$ cat config.mk
export PLATFORM = sky130hd
export DESIGN_NAME = flt_ctrl
export DESIGN_NICKNAME = d
export VERILOG_FILES = /design/src/core/flt_pkg.sv /design/src/core/flt_sync.sv /design/src/core/flt_timer.sv /design/src/core/flt_ctrl.sv
export VERILOG_INCLUDE_DIRS = /design/src /design/src/core
export SDC_FILE = /design/constraint.sdc
export NUM_CORES = 1
export LEC_CHECK = 0
export BUFFER_PORTS_ARGS = -buffer_cell sky130_fd_sc_hd__buf_4
export CAP_MARGIN = 10
export CELL_PAD_IN_SITES_DETAIL_PLACEMENT = 0
export CELL_PAD_IN_SITES_GLOBAL_PLACEMENT = 1
export CORE_MARGIN = 8
export CORE_UTILIZATION = 35
export CTS_CLUSTER_SIZE = 30
export DETAILED_ROUTE_END_ITERATION = 16
export PLACE_DENSITY_LB_ADDON = 0.2
export SETUP_SLACK_MARGIN = 0.1
export SYNTH_ARGS = -nofsm -noshare
export SYNTH_HDL_FRONTEND = slang
export SYNTH_HIERARCHICAL = 1
export SYNTH_SLANG_ARGS = --single-unit
$ cat constraint.sdc
create_clock -name clk_sys -period 6.9 [get_ports clk_sys]
set_clock_uncertainty 0.1 [all_clocks]
set_input_delay 0.69 -clock clk_sys [delete_from_list [all_inputs] [get_ports clk_sys]]
set_output_delay 0.69 -clock clk_sys [all_outputs]
set_load 0.05 [all_outputs]
$ cat src/core/flt_defines.svh
`ifndef FLT_DEFINES_SVH
`define FLT_DEFINES_SVH

// ****************************************
// Timing
// ****************************************
`define FLT_CLK_NS 100
`define FLT_STEP_MS 32
`define FLT_STEP_CYCLES ((`FLT_STEP_MS * 1000000) / `FLT_CLK_NS)
`define FLT_PRE_W 19
`define FLT_DUR_W 5

// ****************************************
// Register offsets
// ****************************************
`define FLT_ADDR_CFG1 8'h00
`define FLT_ADDR_ENABLE 8'h01
`define FLT_ADDR_DUR 8'h02
`define FLT_ADDR_TORCH_A 8'h03
`define FLT_ADDR_TORCH_B 8'h04
`define FLT_ADDR_FLASH_A 8'h05
`define FLT_ADDR_FLASH_B 8'h06
`define FLT_ADDR_STATUS 8'h07
`define FLT_ADDR_CLEAR 8'h08
`define FLT_ADDR_IRQ_EN 8'h09

// ****************************************
// Reset values
// ****************************************
`define FLT_RST_CFG1 8'h20
`define FLT_RST_ENABLE 8'h18
`define FLT_RST_DUR 8'h0f
`define FLT_RST_LEVEL 8'h00
`define FLT_RST_ZERO 8'h00

// ****************************************
// Fields
// ****************************************
`define FLT_CFG1_HWTORCH 7
`define FLT_CFG1_POL 5
`define FLT_EN_A 3
`define FLT_EN_B 4
`define FLT_MODE_HI 1
`define FLT_MODE_LO 0
`define FLT_MODE_OFF 2'h0
`define FLT_MODE_TORCH 2'h2
`define FLT_MODE_FLASH 2'h3
`define FLT_DUR_HI 4
`define FLT_DUR_LO 0

`define FLT_FLAG_TIMEOUT 0
`define FLT_FLAG_TSD 1
`define FLT_FLAG_LED_FAIL 2
`define FLT_FLAG_OVERTEMP 3
`define FLT_FLAG_SYNC 4
`define FLT_FLAG_RSVD 5
`define FLT_FLAG_FLASH_MON 6
`define FLT_FLAG_UVLO 7

`define FLT_SYNC_W 4
`define FLT_SYNC_HARDWARE_ENABLE_PIN 0
`define FLT_SYNC_TRIG 1
`define FLT_SYNC_MFP 2
`define FLT_SYNC_TX2 3

`endif

$ cat src/core/flt_pkg.sv
package flt_pkg;

  typedef struct packed {
    logic wr;
    logic rd;
    logic [7:0] addr;
    logic [7:0] wdata;
  } flt_bus_req_t;

  typedef struct packed {
    logic thermal_shutdown;
    logic led_fail;
    logic led_overtemp;
    logic flash_monitor_trip;
    logic input_undervoltage;
  } flt_fault_t;

  typedef enum logic [1:0] {
    FLT_IDLE,
    FLT_TORCH,
    FLT_FLASH,
    FLT_DONE
  } flt_state_t;

endpackage

$ cat src/core/flt_sync.sv
`timescale 1ns/10ps
`include "flt_defines.svh"

module flt_sync (
  input wire logic clk_sys,
  input wire logic rst,
  input wire logic ce,
  input wire logic [`FLT_SYNC_W-1:0] din,
  output logic [`FLT_SYNC_W-1:0] dout
);
  import flt_pkg::*;

  logic [`FLT_SYNC_W-1:0] meta_q;

  // ****************************************
  // Two-stage synchronisers
  // ****************************************
  genvar i;
  generate
    for (i = 0; i < `FLT_SYNC_W; i++) begin : g_bit
      always_ff @(posedge clk_sys) begin
        if (rst) begin
          meta_q[i] <= 1'b0;
          dout[i] <= 1'b0;
        end else if (ce) begin
          meta_q[i] <= din[i];
          dout[i] <= meta_q[i];
        end
      end
    end
  endgenerate

  AST_SYNC_DELAY: assert property (@(posedge clk_sys) disable iff (rst)
    (ce && $past(ce) && $past(ce, 2) && !$past(rst) && !$past(rst, 2))
      |-> dout == $past(din, 2))
    else $error("Synchronised input is not the pin value two cycles late");

endmodule

$ cat src/core/flt_timer.sv
`timescale 1ns/10ps
`include "flt_defines.svh"

module flt_timer #(
  parameter int STEP_CYCLES = `FLT_STEP_CYCLES
) (
  input wire logic clk_sys,
  input wire logic rst,
  input wire logic ce,
  input wire logic run,
  input wire logic [`FLT_DUR_W-1:0] dur,
  output logic expired
);
  import flt_pkg::*;

  logic [`FLT_PRE_W-1:0] pre_q;
  logic [`FLT_DUR_W-1:0] step_q;
  logic tick;

  // ****************************************
  // 32 ms step prescaler
  // ****************************************
  assign tick = run && (pre_q == `FLT_PRE_W'(STEP_CYCLES - 1));
  assign expired = tick && (step_q == dur);

  always_ff @(posedge clk_sys) begin
    if (rst || !run) begin
      pre_q <= '0;
    end else if (ce) begin
      pre_q <= tick ? '0 : pre_q + 1'b1;
    end
  end

  always_ff @(posedge clk_sys) begin
    if (rst || !run) begin
      step_q <= '0;
    end else if (ce && tick) begin
      step_q <= step_q + 1'b1;
    end
  end

  AST_TIMEOUT_STEP: assert property (@(posedge clk_sys) disable iff (rst)
    (ce && run && !tick) |=> pre_q == $past(pre_q) + 1'b1)
    else $error("Step prescaler did not count while the flash ran");

  AST_TIMEOUT_COUNT: assert property (@(posedge clk_sys) disable iff (rst)
    (ce && tick && !expired) |=> step_q == $past(step_q) + 1'b1)
    else $error("Step counter did not advance on a step boundary");

endmodule

$ cat src/core/flt_ctrl.sv
// Operation
// - Config bit 7 low selects sync input
// - Sync active during flash forces torch level
// - Sync release restores previous flash level
// - Timeout turns both sources off
// - Config bit 5 sets sync polarity
// - Seven readable sticky status flags
// - Enable pin low forces prompt shutdown
// - Trigger pin starts flash without software
// - Config bit 7 high gives pin torch
// - Timeout field: 32 steps of 32 ms
`timescale 1ns/10ps
`include "flt_defines.svh"

module flt_ctrl #(
  parameter int STEP_CYCLES = `FLT_STEP_CYCLES
) (
  input wire logic clk_sys,
  input wire logic rst,
  input wire logic ce,
  input flt_pkg::flt_bus_req_t bus,
  output logic [7:0] rd_data,
  input wire logic hardware_enable_pin,
  input wire logic flash_trigger_pin,
  input wire logic multi_function_sync_pin,
  input wire logic pa_sync_input2,
  input flt_pkg::flt_fault_t faults,
  output logic [7:0] current_source_a,
  output logic [7:0] current_source_b,
  output logic irq
);
  import flt_pkg::*;

  logic [`FLT_SYNC_W-1:0] pins_s;
  logic hardware_enable_pin_s;
  logic trig_s;
  logic mfp_s;
  logic tx2_s;
  logic off;
  logic [7:0] cfg1_q;
  logic [7:0] en_q;
  logic [7:0] dur_q;
  logic [7:0] torch_a_q;
  logic [7:0] torch_b_q;
  logic [7:0] flash_a_q;
  logic [7:0] flash_b_q;
  logic [7:0] flag_q;
  logic [7:0] flag_set;
  logic [7:0] flag_clr;
  logic [7:0] irq_en_q;
  flt_state_t state_q;
  flt_state_t state_d;
  logic tx1_act;
  logic sync_act;
  logic sync_act_q;
  logic flash_req;
  logic torch_req;
  logic expired;
  logic [7:0] out_a_d;
  logic [7:0] out_b_d;

  // ****************************************
  // Address decode
  // ****************************************
  function automatic logic hit(input logic [7:0] addr, input logic [7:0] offset);
    hit = (addr == offset);
  endfunction

  // ****************************************
  // Pin synchronisers and timer
  // ****************************************
  flt_sync u_sync (
    .clk_sys(clk_sys),
    .rst(rst),
    .ce(ce),
    .din({pa_sync_input2, multi_function_sync_pin, flash_trigger_pin, hardware_enable_pin}),
    .dout(pins_s)
  );

  assign hardware_enable_pin_s = pins_s[`FLT_SYNC_HARDWARE_ENABLE_PIN];
  assign trig_s = pins_s[`FLT_SYNC_TRIG];
  assign mfp_s = pins_s[`FLT_SYNC_MFP];
  assign tx2_s = pins_s[`FLT_SYNC_TX2];

  // Shutdown whenever the enable pin is low
  assign off = rst || !hardware_enable_pin_s;

  flt_timer #(
    .STEP_CYCLES(STEP_CYCLES)
  ) u_timer (
    .clk_sys(clk_sys),
    .rst(off),
    .ce(ce),
    .run(state_q == FLT_FLASH),
    .dur(dur_q[`FLT_DUR_HI:`FLT_DUR_LO]),
    .expired(expired)
  );

  // ****************************************
  // Requests
  // ****************************************
  assign tx1_act = !cfg1_q[`FLT_CFG1_HWTORCH]
    && (mfp_s == cfg1_q[`FLT_CFG1_POL]);
  assign sync_act = tx1_act || tx2_s;
  assign flash_req = trig_s
    || (en_q[`FLT_MODE_HI:`FLT_MODE_LO] == `FLT_MODE_FLASH);
  assign torch_req = (en_q[`FLT_MODE_HI:`FLT_MODE_LO] == `FLT_MODE_TORCH)
    || (cfg1_q[`FLT_CFG1_HWTORCH] && mfp_s);

  // ****************************************
  // Mode state machine
  // ****************************************
  always_comb begin
    state_d = state_q;
    case (state_q)
      FLT_IDLE: begin
        if (flash_req) begin
          state_d = FLT_FLASH;
        end else if (torch_req) begin
          state_d = FLT_TORCH;
        end
      end
      FLT_TORCH: begin
        if (flash_req) begin
          state_d = FLT_FLASH;
        end else if (!torch_req) begin
          state_d = FLT_IDLE;
        end
      end
      FLT_FLASH: begin
        if (expired) begin
          state_d = FLT_DONE;
        end
      end
      FLT_DONE: begin
        if (!trig_s) begin
          state_d = FLT_IDLE;
        end
      end
      default: begin
        state_d = FLT_IDLE;
      end
    endcase
  end

  always_ff @(posedge clk_sys) begin
    if (off) begin
      state_q <= FLT_IDLE;
    end else if (ce) begin
      state_q <= state_d;
    end
  end

  // ****************************************
  // Current source levels
  // ****************************************
  always_comb begin
    out_a_d = `FLT_RST_LEVEL;
    out_b_d = `FLT_RST_LEVEL;
    case (state_q)
      FLT_FLASH: begin
        if (sync_act) begin
          out_a_d = torch_a_q;
          out_b_d = torch_b_q;
        end else begin
          out_a_d = flash_a_q;
          out_b_d = flash_b_q;
        end
      end
      FLT_TORCH: begin
        out_a_d = torch_a_q;
        out_b_d = torch_b_q;
      end
      FLT_DONE: begin
        out_a_d = `FLT_RST_LEVEL;
        out_b_d = `FLT_RST_LEVEL;
      end
      default: begin
        out_a_d = `FLT_RST_LEVEL;
        out_b_d = `FLT_RST_LEVEL;
      end
    endcase
  end

  always_ff @(posedge clk_sys) begin
    if (off) begin
      current_source_a <= `FLT_RST_LEVEL;
      current_source_b <= `FLT_RST_LEVEL;
    end else if (ce) begin
      current_source_a <= en_q[`FLT_EN_A] ? out_a_d : `FLT_RST_LEVEL;
      current_source_b <= en_q[`FLT_EN_B] ? out_b_d : `FLT_RST_LEVEL;
    end
  end

  // ****************************************
  // Configuration registers
  // ****************************************
  always_ff @(posedge clk_sys) begin
    if (off) begin
      cfg1_q <= `FLT_RST_CFG1;
    end else if (ce) begin
      if (bus.wr && hit(bus.addr, `FLT_ADDR_CFG1)) begin
        cfg1_q <= bus.wdata;
      end else if (expired && cfg1_q[`FLT_CFG1_HWTORCH]) begin
        cfg1_q[`FLT_CFG1_HWTORCH] <= 1'b0;
      end
    end
  end

  always_ff @(posedge clk_sys) begin
    if (off) begin
      en_q <= `FLT_RST_ENABLE;
    end else if (ce) begin
      if (bus.wr && hit(bus.addr, `FLT_ADDR_ENABLE)) begin
        en_q <= bus.wdata;
      end else if (expired) begin
        en_q[`FLT_MODE_HI:`FLT_MODE_LO] <= `FLT_MODE_OFF;
      end
    end
  end

  always_ff @(posedge clk_sys) begin
    if (off) begin
      dur_q <= `FLT_RST_DUR;
      torch_a_q <= `FLT_RST_LEVEL;
      torch_b_q <= `FLT_RST_LEVEL;
      flash_a_q <= `FLT_RST_LEVEL;
      flash_b_q <= `FLT_RST_LEVEL;
      irq_en_q <= `FLT_RST_ZERO;
    end else if (ce && bus.wr) begin
      if (hit(bus.addr, `FLT_ADDR_DUR)) begin
        dur_q <= bus.wdata;
      end
      if (hit(bus.addr, `FLT_ADDR_TORCH_A)) begin
        torch_a_q <= bus.wdata;
      end
      if (hit(bus.addr, `FLT_ADDR_TORCH_B)) begin
        torch_b_q <= bus.wdata;
      end
      if (hit(bus.addr, `FLT_ADDR_FLASH_A)) begin
        flash_a_q <= bus.wdata;
      end
      if (hit(bus.addr, `FLT_ADDR_FLASH_B)) begin
        flash_b_q <= bus.wdata;
      end
      if (hit(bus.addr, `FLT_ADDR_IRQ_EN)) begin
        irq_en_q <= bus.wdata;
      end
    end
  end

  // ****************************************
  // Sticky flags and interrupt
  // ****************************************
  always_ff @(posedge clk_sys) begin
    if (off) begin
      sync_act_q <= 1'b0;
    end else if (ce) begin
      sync_act_q <= sync_act;
    end
  end

  always_comb begin
    flag_set = `FLT_RST_ZERO;
    flag_set[`FLT_FLAG_TIMEOUT] = expired;
    flag_set[`FLT_FLAG_TSD] = faults.thermal_shutdown;
    flag_set[`FLT_FLAG_LED_FAIL] = faults.led_fail;
    flag_set[`FLT_FLAG_OVERTEMP] = faults.led_overtemp;
    flag_set[`FLT_FLAG_SYNC] = (state_q == FLT_FLASH) && sync_act && !sync_act_q;
    flag_set[`FLT_FLAG_FLASH_MON] = faults.flash_monitor_trip;
    flag_set[`FLT_FLAG_UVLO] = faults.input_undervoltage;
  end

  assign flag_clr = (bus.wr && hit(bus.addr, `FLT_ADDR_CLEAR)) ? bus.wdata : `FLT_RST_ZERO;

  always_ff @(posedge clk_sys) begin
    if (off) begin
      flag_q <= `FLT_RST_ZERO;
    end else if (ce) begin
      flag_q <= (flag_q & ~flag_clr) | flag_set;
    end
  end

  assign irq = |(flag_q & irq_en_q);

  // ****************************************
  // Read port
  // ****************************************
  always_ff @(posedge clk_sys) begin
    if (rst) begin
      rd_data <= `FLT_RST_ZERO;
    end else if (ce) begin
      rd_data <= `FLT_RST_ZERO;
      if (bus.rd) begin
        case (bus.addr)
          `FLT_ADDR_CFG1: rd_data <= cfg1_q;
          `FLT_ADDR_ENABLE: rd_data <= en_q;
          `FLT_ADDR_DUR: rd_data <= dur_q;
          `FLT_ADDR_TORCH_A: rd_data <= torch_a_q;
          `FLT_ADDR_TORCH_B: rd_data <= torch_b_q;
          `FLT_ADDR_FLASH_A: rd_data <= flash_a_q;
          `FLT_ADDR_FLASH_B: rd_data <= flash_b_q;
          `FLT_ADDR_STATUS: rd_data <= flag_q;
          `FLT_ADDR_IRQ_EN: rd_data <= irq_en_q;
          default: rd_data <= `FLT_RST_ZERO;
        endcase
      end
    end
  end

  // ****************************************
  // Checks
  // ****************************************
  AST_SYNC_MODE: assert property (@(posedge clk_sys) disable iff (rst)
    (ce && hardware_enable_pin_s && state_q == FLT_FLASH && cfg1_q[`FLT_CFG1_HWTORCH] && !tx2_s
      && en_q[`FLT_EN_A]) |=> current_source_a == $past(flash_a_q))
    else $error("Sync input active while pin is in torch mode");

  AST_TX_TORCH: assert property (@(posedge clk_sys) disable iff (rst)
    (ce && hardware_enable_pin_s && state_q == FLT_FLASH && sync_act && !expired && en_q[`FLT_EN_A])
      |=> current_source_a == $past(torch_a_q))
    else $error("Sync during flash did not give torch level");

  AST_TX_RESTORE: assert property (@(posedge clk_sys) disable iff (rst)
    (ce && hardware_enable_pin_s && state_q == FLT_FLASH && !sync_act && !expired && en_q[`FLT_EN_B])
      |=> current_source_b == $past(flash_b_q))
    else $error("Flash level not restored after sync release");

  AST_TIMEOUT_OFF: assert property (@(posedge clk_sys) disable iff (rst)
    (ce && hardware_enable_pin_s && expired) |=> (state_q == FLT_DONE) ##1 (!$past(ce)
      || ((current_source_a == 8'h00) && (current_source_b == 8'h00))))
    else $error("Current sources still on after timeout");

  AST_POLARITY_LOW: assert property (@(posedge clk_sys) disable iff (rst)
    (ce && hardware_enable_pin_s && state_q == FLT_FLASH && !expired && en_q[`FLT_EN_A]
      && !cfg1_q[`FLT_CFG1_HWTORCH] && !cfg1_q[`FLT_CFG1_POL] && !mfp_s)
      |=> current_source_a == $past(torch_a_q))
    else $error("Low sync level with low polarity did not force torch");

  AST_FLAG_TIMEOUT: assert property (@(posedge clk_sys) disable iff (rst)
    (ce && hardware_enable_pin_s && expired) |=> flag_q[`FLT_FLAG_TIMEOUT] ##1 (!$past(hardware_enable_pin_s)
      || $past(flag_clr[`FLT_FLAG_TIMEOUT]) || flag_q[`FLT_FLAG_TIMEOUT]))
    else $error("Timeout flag not set or not held");

  AST_HARDWARE_ENABLE_PIN_OFF: assert property (@(posedge clk_sys) disable iff (rst)
    !hardware_enable_pin_s |=> (current_source_a == 8'h00) && (current_source_b == 8'h00)
      && (state_q == FLT_IDLE) && !irq)
    else $error("Enable pin low did not shut down");

  AST_TRIG_START: assert property (@(posedge clk_sys) disable iff (rst)
    (ce && hardware_enable_pin_s && state_q == FLT_IDLE && trig_s) |=> state_q == FLT_FLASH)
    else $error("Trigger pin did not start a flash");

  AST_HW_TORCH: assert property (@(posedge clk_sys) disable iff (rst)
    (ce && hardware_enable_pin_s && state_q == FLT_IDLE && cfg1_q[`FLT_CFG1_HWTORCH] && mfp_s
      && !flash_req) |=> state_q == FLT_TORCH)
    else $error("Pin torch request not honoured");

endmodule

After elaboration in Yosys (flattened, before gate mapping)
Cells that the tools add are included.
{"block": "totals", "ff_bits": 131, "input_bits": 30, "out_inout_bits": 25, "wordCells": 111}
{"block": "op_classes", "n_addsub": 2, "eq_ne": 21, "n_mux": 21, "bitwise_logic": 4, "n_reduce_logical": 37}
{"operator": "8-bit one-hot mux with 9 select lines", "count": 1}
{"operator": "8-bit two-way mux", "count": 6}
{"operator": "8-bit by 3-bit equality test with 1-bit output, second input constant", "count": 4}
{"operator": "8-bit one-hot mux with 2 select lines", "count": 2}
{"operator": "2-bit AND reduction", "count": 10}
{"operator": "19-bit by 1-bit adder with 19-bit output, second input constant", "count": 1}
{"operator": "19-bit equality test, second input constant", "count": 1}
{"operator": "19-bit two-way mux", "count": 1}
{"operator": "8-bit bitwise AND", "count": 2}
{"operator": "8-bit by 2-bit equality test with 1-bit output, second input constant", "count": 2}
{"operator": "8-bit by 4-bit equality test with 1-bit output, second input constant", "count": 2}
{"operator": "2-bit two-way mux", "count": 8}
{"operator": "1-bit logical AND", "count": 12}
{"operator": "2-bit equality test, second input constant", "count": 4}
{"operator": "8-bit by 1-bit equality test with 1-bit output, second input constant", "count": 1}
{"operator": "8-bit zero test", "count": 1}
{"operator": "8-bit NOT", "count": 1}
{"operator": "8-bit bitwise OR", "count": 1}
{"operator": "2-bit one-hot mux with 4 select lines", "count": 1}
{"operator": "8-bit OR reduction", "count": 1}
{"operator": "3-bit != test, second input constant", "count": 2}
{"operator": "5-bit by 1-bit adder with 5-bit output, second input constant", "count": 1}
{"operator": "5-bit equality test", "count": 1}
{"operator": "1-bit logical OR", "count": 5}
{"operator": "other kinds (8)", "count": 14}

Depth between registers and ports, before layout
{"block": "depth", "ltp_word": 6, "mapped_depth": 11, "mapped_depth_nobuf": 10}

Cells and area by module
Netlist, hierarchy kept.
{"module": "flt_ctrl", "instances": 1, "cells_each": 517, "area_per_inst_um2": 4698.3, "seq_area_each_um2": 1981.9}
{"module": "flt_timer", "instances": 1, "cells_each": 137, "area_per_inst_um2": 1219.9, "seq_area_each_um2": 480.5}
{"module": "flt_sync", "instances": 1, "cells_each": 26, "area_per_inst_um2": 285.3, "seq_area_each_um2": 160.2}

Least setup slack after synthesis
OpenSTA, ideal clock, no wires.
{"block": "synth_timing", "kind": "reg2reg", "startpoint": "register state_q[0]", "endpoint": "register state_q[1]", "setup_ns": 0.122, "t_arrival_ns": 2.418, "required_ns": 6.678, "setup_slack_ns": 4.260, "path_stages_with_launch": 11, "path_buffers": 1, "period_less_slack_ns": 2.640, "path_cell_list": "dfxtp_1 -> inv_1 -> ha_1 -> nor2b_1 -> nand4_2 -> buf_6 -> nor4_1 -> inv_1 -> a221o_1 -> a21o_1 -> o311a_1"}
{"block": "synth_between", "elab_chain_cells": 5, "word_cells_on_any_way": 12, "cone_classes": "7 x eq/ne; 1 x mux; 4 x reduce/logical"}
{"element": "start, declared", "line_no": "flt_ctrl.sv:51", "text": "flt_state_t state_q;"}
{"element": "start signal, assigned", "line_no": "flt_ctrl.sv:150", "text": "state_q <= state_d;"}
{"element": "2-bit equality test", "line_no": "flt_ctrl.sv:94", "text": ".run(state_q == FLT_FLASH),"}
{"element": "1-bit logical AND", "line_no": "flt_timer.sv:23", "text": "assign tick = run && (pre_q == `FLT_PRE_W'(STEP_CYCLES - 1));"}
{"element": "1-bit logical AND", "line_no": "flt_timer.sv:24", "text": "assign expired = tick && (step_q == dur);"}
{"element": "via expired", "line_no": "flt_ctrl.sv:58", "text": "logic expired;"}
{"element": "2-bit != test (no source line)"}
{"element": "5-bit AND reduction (no source line)"}
The timed path passes the listed nets, and every way through them passes these cells.
A chain may end at the register's enable or synchronous reset.

Final worst setup path
Ends and elaborated chain as after synthesis.

==> flow_metrics.tcl <==
set metrics [dict create \
    grt_pass1_vias 5136 \
    clockBufferDepth 2 \
    start_util_pct 35.9 \
    cts_hold_buffers 0 \
    antenna_found_initial 0 \
    clkLatencyLatePin_ps 420 \
    ys_warn_count 6 \
    synthCells 680 \
    fp.dieH_um 149 \
    period_minus_slack_ps 3360 \
    clock_sinks 131 \
    yosysSeqAreaShare_pct 42.3 \
    postSynthAreaPerCell_um2 9.12 \
    core_area_mm2 0.0173 \
    diodes 0 \
    rsz0062_at_grt "no" \
    fill_cells 1716 \
    crit_path_max_fanout 13 \
    grt_max_degree 63 \
    wl_per_cell_um 19.7 \
    mostFrequentLayoutCell "dfxtp_1" \
    setup_viol 0 \
    grtUsageTotal_pct 16.9 \
    synth_area_mm2 0.00620 \
    clock-root-buffer "clkbuf_16" \
    io_buffers 54 \
    path_class "flip-flop to flip-flop" \
    gp_congestion 0.831 \
    hold_ws_ps 352 \
    max_freq_ghz 0.297 \
    final_nets 743 \
    syn_nets 716 \
    rows 48 \
    start_kind "flip-flop" \
    vias_per_cell 5.53 \
    hold_violations 0 \
    synth-async-reset-ratio_pct 0 \
    rr_worst_depth 9 \
    cts_tree "yes" \
    ir_drop_v 0.000171 \
    drive_gt1_share_pct 16.8 \
    maxSlewViolCount 0 \
    cp.arrival_ps 3570 \
    hold_path.class "flip-flop to flip-flop" \
    multiInputGateArea_mm2 0.00331 \
    dpl.hpwl_um 12900 \
    htreeDepth 4 \
    grt_overflow 0 \
    cap_violations 0 \
    worstReg2RegStart "state_q[0]" \
    drc_errors 0 \
    clk_pin_slew_worst_paths_ps 60 \
    dr.pass1.iters 5 \
    power.leakage_uw 0.00243 \
    area_growth_pct 17.7 \
    vias 5225 \
    cts-resized-gates 0 \
    required_ps 7110 \
    min_from "flag_q[5]" \
    end_kind "flip-flop" \
    setup_ws_ps 3540 \
    drt_iter0_drc 442 \
    p_per_area_mw_per_mm2 242 \
    preCtsSetupSlack_ps 3580 \
    die_w_um 149 \
    grt_pass1_wl_um 29000 \
    r2r_end "state_q[1]" \
    regToRegSetupSlack_ps 3540 \
    wl_um 18600 \
    ios 55 \
    slew-limit-headroom_pct 22.3 \
    synth_edf_count 0 \
    cts_setup_buffers 0 \
    whs_endpoint "flag_q[5]" \
    synth_seq_cells 131 \
    synth.distinct_cells 63 \
    synthFlopType "dfxtp_1" \
    setup_tns_ps 0 \
    cts_made_buffers 17 \
    status "finished, final reports clean" \
    die-area_mm2 0.0222 \
    tightest_slew_ps 1160 \
    whs_path_depth 2 \
    period_share_pct 48.7 \
    detail-route-antenna-nets 0 \
    regArea_mm2 0.00262 \
    final_cell_mix "dfxtp_1, nor2_1, mux2i_1, buf_4, nand2_1" \
]
[routing by layer]
metal  vias up  share of wire [%]  GRT usage [%]
li1       2516                  -              -
met1      2532                 46           21.6
met2       154                 47           27.5
met3        23                5.1           3.94
met4         0                1.3           5.30
met5         -                  0              0
[cells in the mapped netlist, drive strengths merged (2+ instances only)]
master	count	area, um^2
a211oi	7	52.6
a21o	2	15.0
a21oi	25	125
a221oi	30	263
a22o	2	17.5
a22oi	13	97.6
a31o	5	43.8
a31oi	6	37.5
a32o	2	20.0
and2	2	12.5
and3	5	31.3
and4	4	35.0
buf	17	103
clkbuf	33	124
dfxtp	131	2620
ha	6	75.1
inv	13	48.8
mux2	11	124
mux2i	76	761
nand2	45	169
nand2b	4	25.0
nand3	12	70.1
nand4	8	62.6
nand4b	2	17.5
nor2	98	378
nor2b	28	175
nor3	5	41.3
nor3b	2	20.0
nor4	2	27.5
o21a	2	15.0
o21ai	27	135
o22ai	6	37.5
o311ai	2	17.5
o31ai	7	52.6
or3	5	32.5
or4	7	52.6
xnor2	4	35.0
xor2	13	114
[how the worst max path moves through the flow]
stage / end / startpoint / depth (start not counted)
4_1_cts: state_q[1] / state_q[0] / 9
3_5_place_dp: state_q[1] / state_q[0] / 9
2_1_floorplan: state_q[1] / state_q[0] / 10
6_report: state_q[1] / state_q[0] / 9
5_1_grt: state_q[1] / state_q[0] / 9
3_3_place_gp: state_q[1] / state_q[0] / 9
[stage by stage]
stage | area (um^2) | cells | utilization (%) | power [uW]
final | 7300 | 945 | 42.2 | 1770
after global routing | 7300 | 945 | 42.2 | 1820
after CTS | 7300 | 945 | 42.2 | 1780
after detailed placement | 6700 | 913 | 38.7 | 847
after global placement | 6700 | 913 | 38.7 | 846
after floorplan | 6200 | 680 | - | 817
[state kept, by name (all words and copies together) (netlist names)]
register and count:
torch_b_q 8, u_timer/pre_q 19, irq_en_q 8, torch_a_q 8, flash_a_q 8, state_q 2
current_source_a 8, u_sync/meta_q 4, flag_q 8, en_q 8, u_timer/step_q 5, sync_act_q 1
u_sync/dout 4, current_source_b 8, rd_data 8, cfg1_q 8, flash_b_q 8, dur_q 8
[power breakdown]
group          internal [uW]  total, uW  leakage (uW)  switching, uW
Clock                    572        935      0.000294            363
Sequential               759        760       0.00106           1.52
Combinational           24.2       70.0       0.00108           45.9
[critical path, cell delays in order (launching register included)]
cell and delay [ps]:
dfxtp_1 340, inv_1 140, ha_1 390, nor2b_1 210, nand4_2 290, nor4_1 820, inv_1 100, a221o_1 410
a21o_1 180, o311a_1 270
[logic make-up after synthesis]
kind of cell             count (synthesis)  synth area share (%)
AND/OR/NAND/NOR                        232                  19.2
AO/OA/AOI/OAI                          144                  16.2
flip-flops                             131                  42.3
multiplexers                            87                  14.3
buffers and inverters                   63                  4.44
XOR/XNOR                                17                  2.40
adder cells (fa/ha/maj)                  6                  1.21
[layout make-up]
cell class | instances | area share (%)
multi-input cells | 486 | 45.3
flip-flops and latches | 131 | 35.9
repair buffers | 58 | 5.96
clock buffers | 17 | 5.82
well taps | 225 | 3.85
clock inverters | 15 | 2.48
inverters | 13 | 0.668
Power figures use the tool's default switching activity.
